## config.mk

```make
export PLATFORM = sky130hd
export DESIGN_NAME = domc_top
export DESIGN_NICKNAME = d
export VERILOG_FILES = /design/src/domc_pkg.sv /design/src/domc_sync.sv /design/src/domc_channel.sv /design/src/domc_top.sv
export VERILOG_INCLUDE_DIRS = /design/src
export SDC_FILE = /design/constraint.sdc
export NUM_CORES = 2
export LEC_CHECK = 0
export BUFFER_PORTS_ARGS = -buffer_cell sky130_fd_sc_hd__buf_4
export CAP_MARGIN = 10
export CORE_ASPECT_RATIO = 1.1
export CORE_UTILIZATION = 45
export DETAILED_ROUTE_END_ITERATION = 12
export PLACE_DENSITY = 0.66
export SLEW_MARGIN = 20
export SYNTH_ARGS = -nofsm -noshare
export SYNTH_HDL_FRONTEND = slang
export SYNTH_SLANG_ARGS = --single-unit
```

## constraint.sdc

```tcl
create_clock -name clk -period 7.15 [get_ports clk]
set_clock_uncertainty 0.2 [all_clocks]
set_input_delay 1.43 -clock clk [delete_from_list [all_inputs] [get_ports clk]]
set_output_delay 1.43 -clock clk [all_outputs]
set_load 0.1 [all_outputs]
```

## src/domc_defs.svh

```systemverilog
// register offsets, field positions, reset values and ranges of the dac output mode control
// assumes byte addressing on a 32-bit avalon-mm slave port
`ifndef DOMC_DEFS_SVH
`define DOMC_DEFS_SVH
// ****************************************
// register offsets
// ****************************************
`define DOMC_COMMON_CFG_OFS 4'h0
`define DOMC_DEV_MODE_OFS 4'h1
`define DOMC_VCMP_REGION 4'h1
`define DOMC_IOUT_REGION 4'h2
`define DOMC_CMODE_REGION 4'h3
`define DOMC_DATA_REGION 4'h4
`define DOMC_BYTE_REGION 4'h5
`define DOMC_STAT_REGION 4'h6
// ****************************************
// field positions
// ****************************************
`define DOMC_CPDN_LSB 8
`define DOMC_INTREF_BIT 12
// ****************************************
// encodings and reset values
// ****************************************
`define DOMC_VPDN_UP 2'h0
`define DOMC_VPDN_HIZ 2'h3
`define DOMC_GAIN_EXT 3'h0
`define DOMC_GAIN_VDD 3'h1
`define DOMC_GAIN_X1P5 3'h2
`define DOMC_GAIN_X2 3'h3
`define DOMC_GAIN_X3 3'h4
`define DOMC_GAIN_X4 3'h5
`define DOMC_SUB_INVALID 2'h3
`define DOMC_RES_BITS 12
// current ranges in nA, each symmetric about zero
`define DOMC_RANGE0_NA 32'h0000_61a8
`define DOMC_RANGE1_NA 32'h0000_c350
`define DOMC_RANGE2_NA 32'h0001_e848
`define DOMC_RANGE3_NA 32'h0003_d090
`endif

```

## src/domc_pkg.sv

```systemverilog
// types shared by the dac output mode control and its channel and synchroniser modules
// assumes domc_defs.svh sits in the include path
`include "domc_defs.svh"
package domc_pkg;
    typedef enum logic [2:0] {
        DOMC_MODE_OFF = 3'h1,
        DOMC_MODE_VOLT = 3'h2,
        DOMC_MODE_CURR = 3'h4
    } domc_mode_t;

    typedef enum logic [2:0] {
        DOMC_REF_EXT = 3'h1,
        DOMC_REF_VDD = 3'h2,
        DOMC_REF_INT = 3'h4
    } domc_ref_t;

    typedef struct packed {
        logic [1:0] volt_path_powerdown;
        logic curr_path_powerdown;
        logic [2:0] output_gain_select;
        logic comparator_enable;
        logic comparator_drive_type;
        logic comparator_pin_enable;
        logic comparator_invert;
        logic feedback_hiz_disable;
        logic [1:0] current_range_select;
        logic [1:0] comparator_submode;
    } domc_ch_cfg_t;

    typedef struct packed {
        domc_mode_t mode;
        domc_ref_t ref_sel;
        logic int_ref_on;
        logic [3:0] gain_half;
        logic [15:0] vout_num;
        logic signed [31:0] iout_na;
        logic cmp_active;
        logic clip_div6;
        logic submode_ok;
        logic pin_o;
        logic pin_oe;
    } domc_ch_out_t;

    typedef struct packed {
        domc_ch_cfg_t [3:0] ch;
        logic [3:0][11:0] code;
        logic int_ref;
        logic input_mode_disable;
        logic ack;
        logic [31:0] rdata;
    } domc_regs_t;

    localparam domc_ch_cfg_t DOMC_CH_RST = '{
        volt_path_powerdown: `DOMC_VPDN_HIZ,
        curr_path_powerdown: 1'b1,
        output_gain_select: `DOMC_GAIN_EXT,
        default: '0
    };
endpackage

```

## src/domc_sync.sv

```systemverilog
// two flip-flop synchroniser for a vector of independent levels
// assumes each bit is a slow level from outside the clock domain
module domc_sync #(
    parameter int W = 4
) (
    // clock and reset
    input wire logic clk,
    input wire logic rst_b,
    input wire logic ce,
    // levels
    input wire logic [W-1:0] async_i,
    output logic [W-1:0] sync_o
);
    import domc_pkg::*;

    typedef struct packed {
        logic [W-1:0] meta;
        logic [W-1:0] stable;
    } domc_sync_st_t;

    domc_sync_st_t q, d;

    always_comb
    begin
        d.meta = async_i;
        d.stable = q.meta;
    end

    always_ff @(posedge clk)
    begin
        if (!rst_b)
            q <= '0;
        else if (ce)
            q <= d;
    end

    assign sync_o = q.stable;
endmodule

```

## src/domc_channel.sv

```systemverilog
// one channel: output mode, reference and gain, transfer values and comparator pin drive
// assumes configuration from the register file and a synchronised comparator result
module domc_channel #(
    parameter int RES = `DOMC_RES_BITS
) (
    // clock and reset
    input wire logic clk,
    input wire logic rst_b,
    input wire logic ce,
    // settings
    input wire domc_pkg::domc_ch_cfg_t cfg,
    input wire logic [RES-1:0] code,
    input wire logic int_ref_en,
    input wire logic cmp_result,
    // drive towards the analog stage and pin
    output domc_pkg::domc_ch_out_t st
);
    import domc_pkg::*;

    domc_ch_out_t q, d;
    logic [7:0] code8;
    logic [31:0] max_na;
    logic [31:0] prod;
    logic volt_ok;
    logic cmp_val;

    always_comb
    begin
        code8 = code[RES-1:RES-8];
        d = q;
        volt_ok = (cfg.volt_path_powerdown == `DOMC_VPDN_UP) && cfg.curr_path_powerdown;
        if (volt_ok)
            d.mode = DOMC_MODE_VOLT;
        else if (!cfg.curr_path_powerdown && cfg.volt_path_powerdown == `DOMC_VPDN_HIZ)
            d.mode = DOMC_MODE_CURR;
        else
            d.mode = DOMC_MODE_OFF;
        case (cfg.output_gain_select)
            `DOMC_GAIN_VDD:
            begin
                d.ref_sel = DOMC_REF_VDD;
                d.gain_half = 4'h2;
            end
            `DOMC_GAIN_X1P5:
            begin
                d.ref_sel = DOMC_REF_INT;
                d.gain_half = 4'h3;
            end
            `DOMC_GAIN_X2:
            begin
                d.ref_sel = DOMC_REF_INT;
                d.gain_half = 4'h4;
            end
            `DOMC_GAIN_X3:
            begin
                d.ref_sel = DOMC_REF_INT;
                d.gain_half = 4'h6;
            end
            `DOMC_GAIN_X4:
            begin
                d.ref_sel = DOMC_REF_INT;
                d.gain_half = 4'h8;
            end
            default:
            begin
                d.ref_sel = DOMC_REF_EXT;
                d.gain_half = 4'h2;
            end
        endcase
        d.int_ref_on = int_ref_en;
        // vout = vout_num / 2^(RES+1) * vref, gain counted in halves
        d.vout_num = 16'(code) * 16'(d.gain_half);
        case (cfg.current_range_select)
            2'h0: max_na = `DOMC_RANGE0_NA;
            2'h1: max_na = `DOMC_RANGE1_NA;
            2'h2: max_na = `DOMC_RANGE2_NA;
            default: max_na = `DOMC_RANGE3_NA;
        endcase
        prod = 32'(code8) * (max_na << 1);
        d.iout_na = (d.mode == DOMC_MODE_CURR) ? $signed(prod >> 8) - $signed(max_na) : '0;
        d.clip_div6 = !cfg.feedback_hiz_disable && d.gain_half > 4'h4;
        d.submode_ok = cfg.comparator_submode != `DOMC_SUB_INVALID;
        d.cmp_active = cfg.comparator_enable && volt_ok && d.submode_ok;
        cmp_val = cmp_result ^ cfg.comparator_invert;
        d.pin_o = 1'b0;
        d.pin_oe = 1'b0;
        if (d.cmp_active && cfg.comparator_pin_enable)
        begin
            if (cfg.comparator_drive_type)
                d.pin_oe = !cmp_val;
            else
            begin
                d.pin_oe = 1'b1;
                d.pin_o = cmp_val;
            end
        end
    end

    always_ff @(posedge clk)
    begin
        if (!rst_b)
        begin
            q <= '0;
            q.mode <= DOMC_MODE_OFF;
            q.ref_sel <= DOMC_REF_EXT;
        end
        else if (ce)
            q <= d;
    end

    assign st = q;
endmodule

```

## src/domc_top.sv

```systemverilog
// dac output mode control: avalon-mm register file and four channel controllers
// assumes one 50 mhz clock, synchronous active-low reset, and async comparator results from the analog side
// Overview of operation
// - voltage mode when voltage path powered up and current path powered down
// - internal reference off after reset, on only when software sets its bit
// - internal reference output is code over 2^N times reference times selected gain
// - external reference is the default and always runs at unity gain
// - supply reference output is code over 2^N times supply, unity gain
// - current mode when current path on and voltage path hi-z
// - each channel current range comes from its range field
// - current equals 8-bit code times signed span over 256 plus minimum
// - comparator works only in voltage mode and only when enabled
// - comparator reaches the pin only when its pin enable is set
// - drive type bit selects push-pull at 0, open-drain at 1
// - inversion bit inverts the comparator output for both drive types
// - feedback input hi-z after reset until software sets disable bit
// - hi-z input clips at reference times gain over 3 or over 6
// - each channel stores its comparator submode; only the invalid check, via submode_ok, reaches the outputs
// - submode 00 normal, 01 hysteresis, 10 window, 11 invalid
module domc_top #(
    parameter int RES = `DOMC_RES_BITS
) (
    // clock, reset and enable
    input wire logic clk,
    input wire logic rst_b,
    input wire logic ce,
    // avalon-mm slave
    input wire logic [7:0] avs_address,
    input wire logic avs_read,
    input wire logic avs_write,
    input wire logic [31:0] avs_writedata,
    input wire logic [3:0] avs_byteenable,
    output logic [31:0] avs_readdata,
    output logic avs_waitrequest,
    // comparator results from the analog side
    input wire logic [3:0] feedback_cmp_result,
    // channel output pins, digital comparator drive
    output logic [3:0] channel_output_pin_o,
    output logic [3:0] channel_output_pin_oe,
    // analog stage settings
    output domc_pkg::domc_ch_out_t [3:0] ch_drive,
    output logic input_mode_disable,
    output logic int_ref_enable
);
    import domc_pkg::*;

    domc_regs_t q, d;
    logic [3:0] cmp_sync;
    logic req;
    logic [3:0] region;
    logic [1:0] chan;
    logic mapped;
    logic writable;
    logic [31:0] rd;
    logic [31:0] wd;

    // ****************************************
    // comparator synchroniser
    // ****************************************
    domc_sync #(
        .W(4)
    ) u_sync (
        .clk(clk),
        .rst_b(rst_b),
        .ce(ce),
        .async_i(feedback_cmp_result),
        .sync_o(cmp_sync)
    );

    // ****************************************
    // channels
    // ****************************************
    // one independent instance per channel
    for (genvar c = 0; c < 4; c++)
    begin : g_ch
        domc_channel #(
            .RES(RES)
        ) u_ch (
            .clk(clk),
            .rst_b(rst_b),
            .ce(ce),
            .cfg(q.ch[c]),
            .code(q.code[c][RES-1:0]),
            .int_ref_en(q.int_ref),
            .cmp_result(cmp_sync[c]),
            .st(ch_drive[c])
        );
        assign channel_output_pin_o[c] = ch_drive[c].pin_o;
        assign channel_output_pin_oe[c] = ch_drive[c].pin_oe;
    end

    // ****************************************
    // register read mux
    // ****************************************
    always_comb
    begin
        region = avs_address[7:4];
        chan = avs_address[3:2];
        mapped = avs_address[1:0] == 2'h0;
        writable = 1'b1;
        rd = '0;
        if (mapped)
        begin
            case (region)
                4'h0:
                begin
                    if (chan == 2'(`DOMC_COMMON_CFG_OFS))
                    begin
                        for (int i = 0; i < 4; i++)
                        begin
                            rd[2*i +: 2] = q.ch[i].volt_path_powerdown;
                            rd[`DOMC_CPDN_LSB + i] = q.ch[i].curr_path_powerdown;
                        end
                        rd[`DOMC_INTREF_BIT] = q.int_ref;
                    end
                    else if (chan == 2'(`DOMC_DEV_MODE_OFS))
                        rd[0] = q.input_mode_disable;
                    else
                        mapped = 1'b0;
                end
                `DOMC_VCMP_REGION:
                    rd[7:0] = {q.ch[chan].feedback_hiz_disable, q.ch[chan].comparator_invert,
                               q.ch[chan].comparator_pin_enable, q.ch[chan].comparator_drive_type,
                               q.ch[chan].comparator_enable, q.ch[chan].output_gain_select};
                `DOMC_IOUT_REGION:
                    rd[1:0] = q.ch[chan].current_range_select;
                `DOMC_CMODE_REGION:
                    rd[1:0] = q.ch[chan].comparator_submode;
                `DOMC_DATA_REGION:
                    rd[11:0] = q.code[chan];
                `DOMC_BYTE_REGION:
                    rd[7:0] = q.code[chan][RES-1 -: 8];
                `DOMC_STAT_REGION:
                begin
                    // live channel state, read only
                    writable = 1'b0;
                    rd[9:0] = {ch_drive[chan].mode, ch_drive[chan].ref_sel, ch_drive[chan].cmp_active,
                               ch_drive[chan].clip_div6, ch_drive[chan].submode_ok, ch_drive[chan].pin_oe};
                end
                default:
                    mapped = 1'b0;
            endcase
        end
        wd = rd;
        if (avs_byteenable[0])
            wd[7:0] = avs_writedata[7:0];
        if (avs_byteenable[1])
            wd[15:8] = avs_writedata[15:8];
    end

    // ****************************************
    // bus handshake and register update
    // ****************************************
    // one wait cycle per access: data is sampled into rdata, then the write lands with the ack
    always_comb
    begin
        req = avs_read || avs_write;
        d = q;
        d.ack = req && !q.ack;
        if (req && !q.ack)
            d.rdata = mapped ? rd : '0;
        if (avs_write && q.ack && mapped && writable)
        begin
            case (region)
                4'h0:
                begin
                    if (chan == 2'(`DOMC_COMMON_CFG_OFS))
                    begin
                        for (int i = 0; i < 4; i++)
                        begin
                            d.ch[i].volt_path_powerdown = wd[2*i +: 2];
                            d.ch[i].curr_path_powerdown = wd[`DOMC_CPDN_LSB + i];
                        end
                        d.int_ref = wd[`DOMC_INTREF_BIT];
                    end
                    else
                        d.input_mode_disable = wd[0];
                end
                `DOMC_VCMP_REGION:
                begin
                    d.ch[chan].output_gain_select = wd[2:0];
                    d.ch[chan].comparator_enable = wd[3];
                    d.ch[chan].comparator_drive_type = wd[4];
                    d.ch[chan].comparator_pin_enable = wd[5];
                    d.ch[chan].comparator_invert = wd[6];
                    d.ch[chan].feedback_hiz_disable = wd[7];
                end
                `DOMC_IOUT_REGION:
                    d.ch[chan].current_range_select = wd[1:0];
                `DOMC_CMODE_REGION:
                    d.ch[chan].comparator_submode = wd[1:0];
                `DOMC_DATA_REGION:
                    d.code[chan] = 12'(wd[RES-1:0]);
                `DOMC_BYTE_REGION:
                    d.code[chan] = 12'({wd[7:0], {(RES-8){1'b0}}});
                default:
                    d.ack = 1'b0;
            endcase
        end
    end

    always_ff @(posedge clk)
    begin
        if (!rst_b)
        begin
            q <= '0;
            q.ch <= {4{DOMC_CH_RST}};
        end
        else if (ce)
            q <= d;
    end

    // frozen clock enable keeps the slave stalled, even once the ack is up
    assign avs_waitrequest = req && !(q.ack && ce);
    assign avs_readdata = q.rdata;
    assign input_mode_disable = q.input_mode_disable;
    assign int_ref_enable = q.int_ref;
endmodule

```

# Word level (Yosys, flattened, before mapping)
# Cells that the tools add are included.
[classes]
mul = 8
mux = 103
addsub = 4
n_eq_ne = 48
bitwise = 5
n_reduce_logical = 72
order_cmp = 6
[op_table]
columns = ["operator", "n"]
rows = [
  ["60-bit bitwise mux", 8],
  ["15-bit demux with 2-bit select", 8],
  ["18-bit case mux with 3 select lines", 4],
  ["12-bit case mux with 3 select lines", 4],
  ["64-bit binary-select mux with 2-bit select", 1],
  ["32-bit 2-to-1 mux", 4],
  ["8-bit by 18-bit multiplier with 26-bit output", 4],
  ["24-bit by 18-bit subtractor with 25-bit output", 4],
  ["48-bit bitwise mux", 2],
  ["48-bit case mux with 2 select lines", 1],
  ["12-bit by 4-bit multiplier with 16-bit output", 4],
  ["64-bit 2-to-1 mux", 1],
  ["4-bit case mux with 4 select lines", 4],
  ["12-bit 2-to-1 mux", 5],
  ["3-bit case mux with 4 select lines", 4],
  ["3-bit equality test (second input constant)", 12],
  ["3-bit 2-to-1 mux", 12],
  ["1-bit logical AND", 31],
  ["15-bit binary-select mux with 2-bit select", 1],
  ["6-bit case mux with 5 select lines", 1],
  ["13-bit 2-to-1 mux", 2],
  ["12-bit binary-select mux with 2-bit select", 1],
  ["12-bit demux with 2-bit select", 1],
  ["3-bit by 2-bit equality test with 1-bit output (second input constant)", 8],
  ["other kinds (37)", 119],
]
[totals]
out_inout_bits = 299
elab_cells = 337
regBits = 404

# Longest topological paths before layout
[depth]
depth_word = 13
mapped_depth = 34
depth_no_buf = 32

# Cells and area by module
# Synthesis repeated with hierarchy kept, for this count alone.
[hier_totals]
hier_cells = 4493
hier_area_um2 = 38308.0
[by_module_without_submodules]
columns = ["module", "area_each_um2", "seq_area_each_um2", "cells_per_inst", "instances"]
rows = [
  ["domc_channel (g_ch[1].u_ch)", 8139.1, 1281.2, 971, 1],
  ["domc_channel (g_ch[0].u_ch)", 7791.2, 1281.2, 925, 1],
  ["domc_channel (g_ch[3].u_ch)", 7787.5, 1281.2, 935, 1],
  ["domc_channel (g_ch[2].u_ch)", 7729.9, 1281.2, 909, 1],
  ["domc_top", 6558.8, 2482.4, 728, 1],
  ["domc_sync", 301.5, 160.2, 25, 1],
]

# Least setup slack after synthesis
# Ideal clock, no wire load.
[synth_path]
path_type = "reg2reg"
from = "register q[116] (netlist bit)"
to = "register g_ch[2].u_ch.q, in the netlist g_ch[2].u_ch.st[21]"
arrival_time_ns = 6.739
stages_incl_launch_ff = 32
setup_slack_ns = 0.090
t_required_ns = 6.830
setup_time_ns = 0.120
n_path_buf = 2
cell_sequence = "dfxtp_1 -> clkbuf_1 -> inv_1 -> ha_1 -> clkbuf_1 -> inv_1 -> nand2_1 -> fa_1 -> fa_1 -> inv_1 -> fa_1 -> inv_1 -> fa_1 -> inv_1 -> ha_1 -> a21oi_1 -> nand2_1 -> nor3_1 -> nor2_1 -> a21oi_1 -> o21bai_1 -> xor2_1 -> ha_1 -> or2_2 -> a21oi_1 -> a21oi_1 -> nor4b_1 -> o41ai_2 -> and2_1 -> a21oi_1 -> xor2_1 -> o21ai_1"
[synth_between]
elab_chain_len = 5
elab_cells_between_ends = 7
classes_between = "add/sub: 1; mul: 1; eq/ne: 2; mux: 2; reduce/logical: 1"
[synth_lines]
columns = ["item", "line_no", "text"]
rows = [
  ["start: declaration", "domc_top.sv:47", "domc_regs_t q, d;"],
  ["2-bit equality test, or another cell as far along", "domc_channel.sv:73", "case (cfg.current_range_select)"],
  ["18-bit case mux with 3 select lines (*)", "domc_channel.sv:73", ""],
  ["8-bit by 18-bit multiplier with 26-bit output", "domc_channel.sv:79", "prod = 32'(code8) * (max_na << 1);"],
  ["24-bit by 18-bit subtractor with 25-bit output (*)", "domc_channel.sv:80", "d.iout_na = (d.mode == DOMC_MODE_CURR) ? $signed(prod >> 8) - $signed(max_na) : '0;"],
  ["32-bit 2-to-1 mux (*)", "domc_channel.sv:80", ""],
  ["end: declaration", "domc_channel.sv:20", "domc_ch_out_t q, d;"],
]
# Every way passes the cells marked *; elsewhere a longest branch is shown, timed or not.
# A chain may end at the register's enable or synchronous reset.

# Final worst setup path
[layout_path]
from = "register q[85] (netlist bit)"
to = "register g_ch[0].u_ch.q, in the netlist g_ch[0].u_ch.st[35]"
[layout_between]
elab_chain_len = 5
elab_cells_between_ends = 7
classes_between = "add/sub: 1; mul: 1; eq/ne: 2; mux: 2; reduce/logical: 1"
[layout_lines]
columns = ["item", "line_no"]
rows = [
  ["2-bit equality test, or another cell as far along", "domc_channel.sv:73"],
  ["18-bit case mux with 3 select lines (*)", "domc_channel.sv:73"],
  ["8-bit by 18-bit multiplier with 26-bit output", "domc_channel.sv:79"],
  ["24-bit by 18-bit subtractor with 25-bit output (*)", "domc_channel.sv:80"],
  ["32-bit 2-to-1 mux (*)", "domc_channel.sv:80"],
  ["end: declaration", "domc_channel.sv:20"],
]
# Marked as above.

==> flow_summary.toml <==
[cells_and_area]
fin_area_mm2 = 0.04242
area_delta_synth_final_pct = 16.85
regArea_mm2 = 0.007177
nNetsFinal = 5441
num_antenna_cells = 0
multi_input_area_mm2 = 0.02611
layout-drive-gt1-share = 0.1717
nFillCells = 7396

[route]
routed_wl_um = 109900
drt-wirelength-per-cell_um = 19.10
firstDrtPassIters = 5
drt_iter0_drc = 2105
drcViolationCount = 0
ant_nets = 0
num_vias = 31170
viasPerCell = 5.419

[timing]
period_share = 0.9677
fmax_mhz = 144.5
finalSetupViolations = 0
hold_viol = 0
hold-worst-slack_ns = 0.2410
tightest_slew_ns = 1.088
setup_tns_ns = 0
maxSlewViolCount = 0
min_period_ns = 6.919
slew_headroom = 0.2645
fin_ws_ns = 0.2306

[synthesis]
ys_top_cells_by_count = "inv_1, nor2_1, nand2_1, fa_1, dfxtp_1"
synth_flop_cell = "dfxtp_1"
synth_most_common_cell = "inv_1"
syn-cell-area_mm2 = 0.03631
synth-edff-count = 0
yosys.area.top_type = "fa_1"
ys.warnings.count = 0
seq_area_frac_synth = 0.1968
yosysUniqueCellTypes = 97
synth_top_area_frac = 0.2007
syn_area_per_cell_um2 = 8.401
ys_ff_latch = 357
async_flop_share = 0
syn_inst = 4322
synth.area.top_cells = "fa_1, dfxtp_1, ha_1, inv_1, nor2_1"

[floorplan]
chipHeight_um = 299.9
design.core.area_mm2 = 0.07932
die-area_mm2 = 0.08182
io_pins = 352
initial_core_util = 0.4577
rows = 108
fp.dieW_um = 272.8

[placed_design]
place_congestion = 0.9502
dp_hpwl_um = 86600
numPortBuffers = 311
dp_slack_ns = -0.2601
place_area_mm2 = 0.04051

[clock_network]
cts-root-buf = "clkbuf_16"
cts_tree = "yes"
clock_path_buffers = 3
clock_latency_ns = 0.61
cts_buffers = 41
path_clk_slew_ns = 0.06
htreeDepth = 2
cts_num_sinks = 357

[power]
p_leak_nw = 20.92
p_total_mw = 4.500
peakVddDrop_v = 0.0001875
power_density_mw_per_mm2 = 106.1

[worst_setup_path]
end_kind = "register"
crit_type = "register to register"
crit_path_max_fanout = 5
cp-start-kind = "register"
crit_arrival_ns = 7.21
critPathSlowestCell = "fa_1"
worstPathRequired_ns = 7.44
critPathMaxStageDelay_ns = 0.54

[min_path]
hold_path.class = "register to register"

[global_route]
grt_max_degree = 128
grt_pass1_wl_um = 172000
grt_pass1_vias = 31100
grt_overflow = 0
antenna_found_initial = 2
globalRouteTotalUtil = 0.2681

[flow_run]
drv_cap = 0

[status]
status = "complete, no violations"
==> path summary, 6_finish.rpt <==
check	slack, ns	depth (start not counted)	end	startpoint
setup reg to reg	0.23	31	g_ch[0].u_ch.st[35]	q[85]
hold / removal	0.24	2	g_ch[2].u_ch.st[26]	g_ch[2].u_ch.st[26]
setup / recovery	0.23	31	g_ch[0].u_ch.st[35]	q[85]
hold reg to reg	0.24	2	g_ch[2].u_ch.st[26]	g_ch[2].u_ch.st[26]
==> critical path: cells and delay by family (launching register included) <==
kind	cells	cell delay, ns
flip-flops	1	0.38
AO/OA/AOI/OAI	13	2.24
adder cells (fa/ha/maj)	7	2.57
AND/OR/NAND/NOR	4	0.56
buffers and inverters	6	0.76
XOR/XNOR	1	0.08
==> where the power goes <==
group / leakage, nW / total (mW) / internal (mW) / switching (mW)
Combinational: 17.4 / 0.318 / 0.0626 / 0.255
Sequential: 2.89 / 2.00 / 2.00 / 0.00869
Clock: 0.678 / 2.18 / 1.23 / 0.944
Total: 20.9 / 4.50 / 3.29 / 1.21
==> cells by family (layout without fill, tap and decap cells) <==
family          count (synthesis)  in the layout  share of synthesized area
buf+inv                       855           1222                    0.09808
simple gates                 1430           1430                     0.1798
flops                         357            357                     0.1968
other cells                     1             19                  0.0001033
compound gates                708            708                     0.1268
fa+ha+maj                     712            712                     0.3206
mux                           103            103                    0.04011
xor+xnor                      156            156                    0.03763
==> repair_timing <==
item,in CTS,in global routing
endpoints found under the setup margin,7,45
pin swaps,6,41
buffers inserted,1,7
hold buffers,0,0
gates cloned,0,0
gates resized for setup,23,107
==> flip-flops by register name, indices dropped and copies added (netlist names) <==
name and cells:
u_sync.sync_o 4, u_sync.d 4, input_mode_disable 1, q 109
g_ch.u_ch.st 225, avs_readdata 13, int_ref_enable 1
==> cells in the final DEF (no fill, tap or decap), types with 66 or more instances in the layout <==
cell type and count:
a21oi_1 221, and2_1 120, buf_4 543, dfxtp_1 349
fa_1 360, ha_1 329, inv_1 575, mux2i_1 66
nand2_1 422, nor2_1 521, nor3_1 91, o21ai_0 84
xnor2_1 103
==> metrics by stage <==
| step | util | std cells |
|---|---|---|
| 2_1_floorplan | - | 4340 |
| 3_3_place_gp | 0.5105 | 5669 |
| 3_5_place_dp | 0.5107 | 5670 |
| 5_1_grt | 0.5348 | 5752 |
| 6_report | 0.5348 | 5752 |
| 4_1_cts | 0.5290 | 5745 |
==> metal layers <==
layer,share of wire,wire [µm],up-vias,global-route usage
met2,0.49,53600,960,0.4614
met5,0,0,-,0
li1,-,-,14720,-
met4,0.044,4815,0,0.1091
met1,0.40,44240,15240,0.3293
met3,0.066,7225,246,0.04840
==> cell type report <==
class                           instances  area share
Clock buffer                           57     0.02772
Clock inverter                         17    0.004542
Inverter                              598     0.05365
Multi-Input combinational cell       3128      0.6154
Sequential cell                       357      0.1692
Tap cell                             1045     0.03082
Timing Repair Buffer                  550     0.09865
No activity file was read; power rests on OpenSTA's default activity.
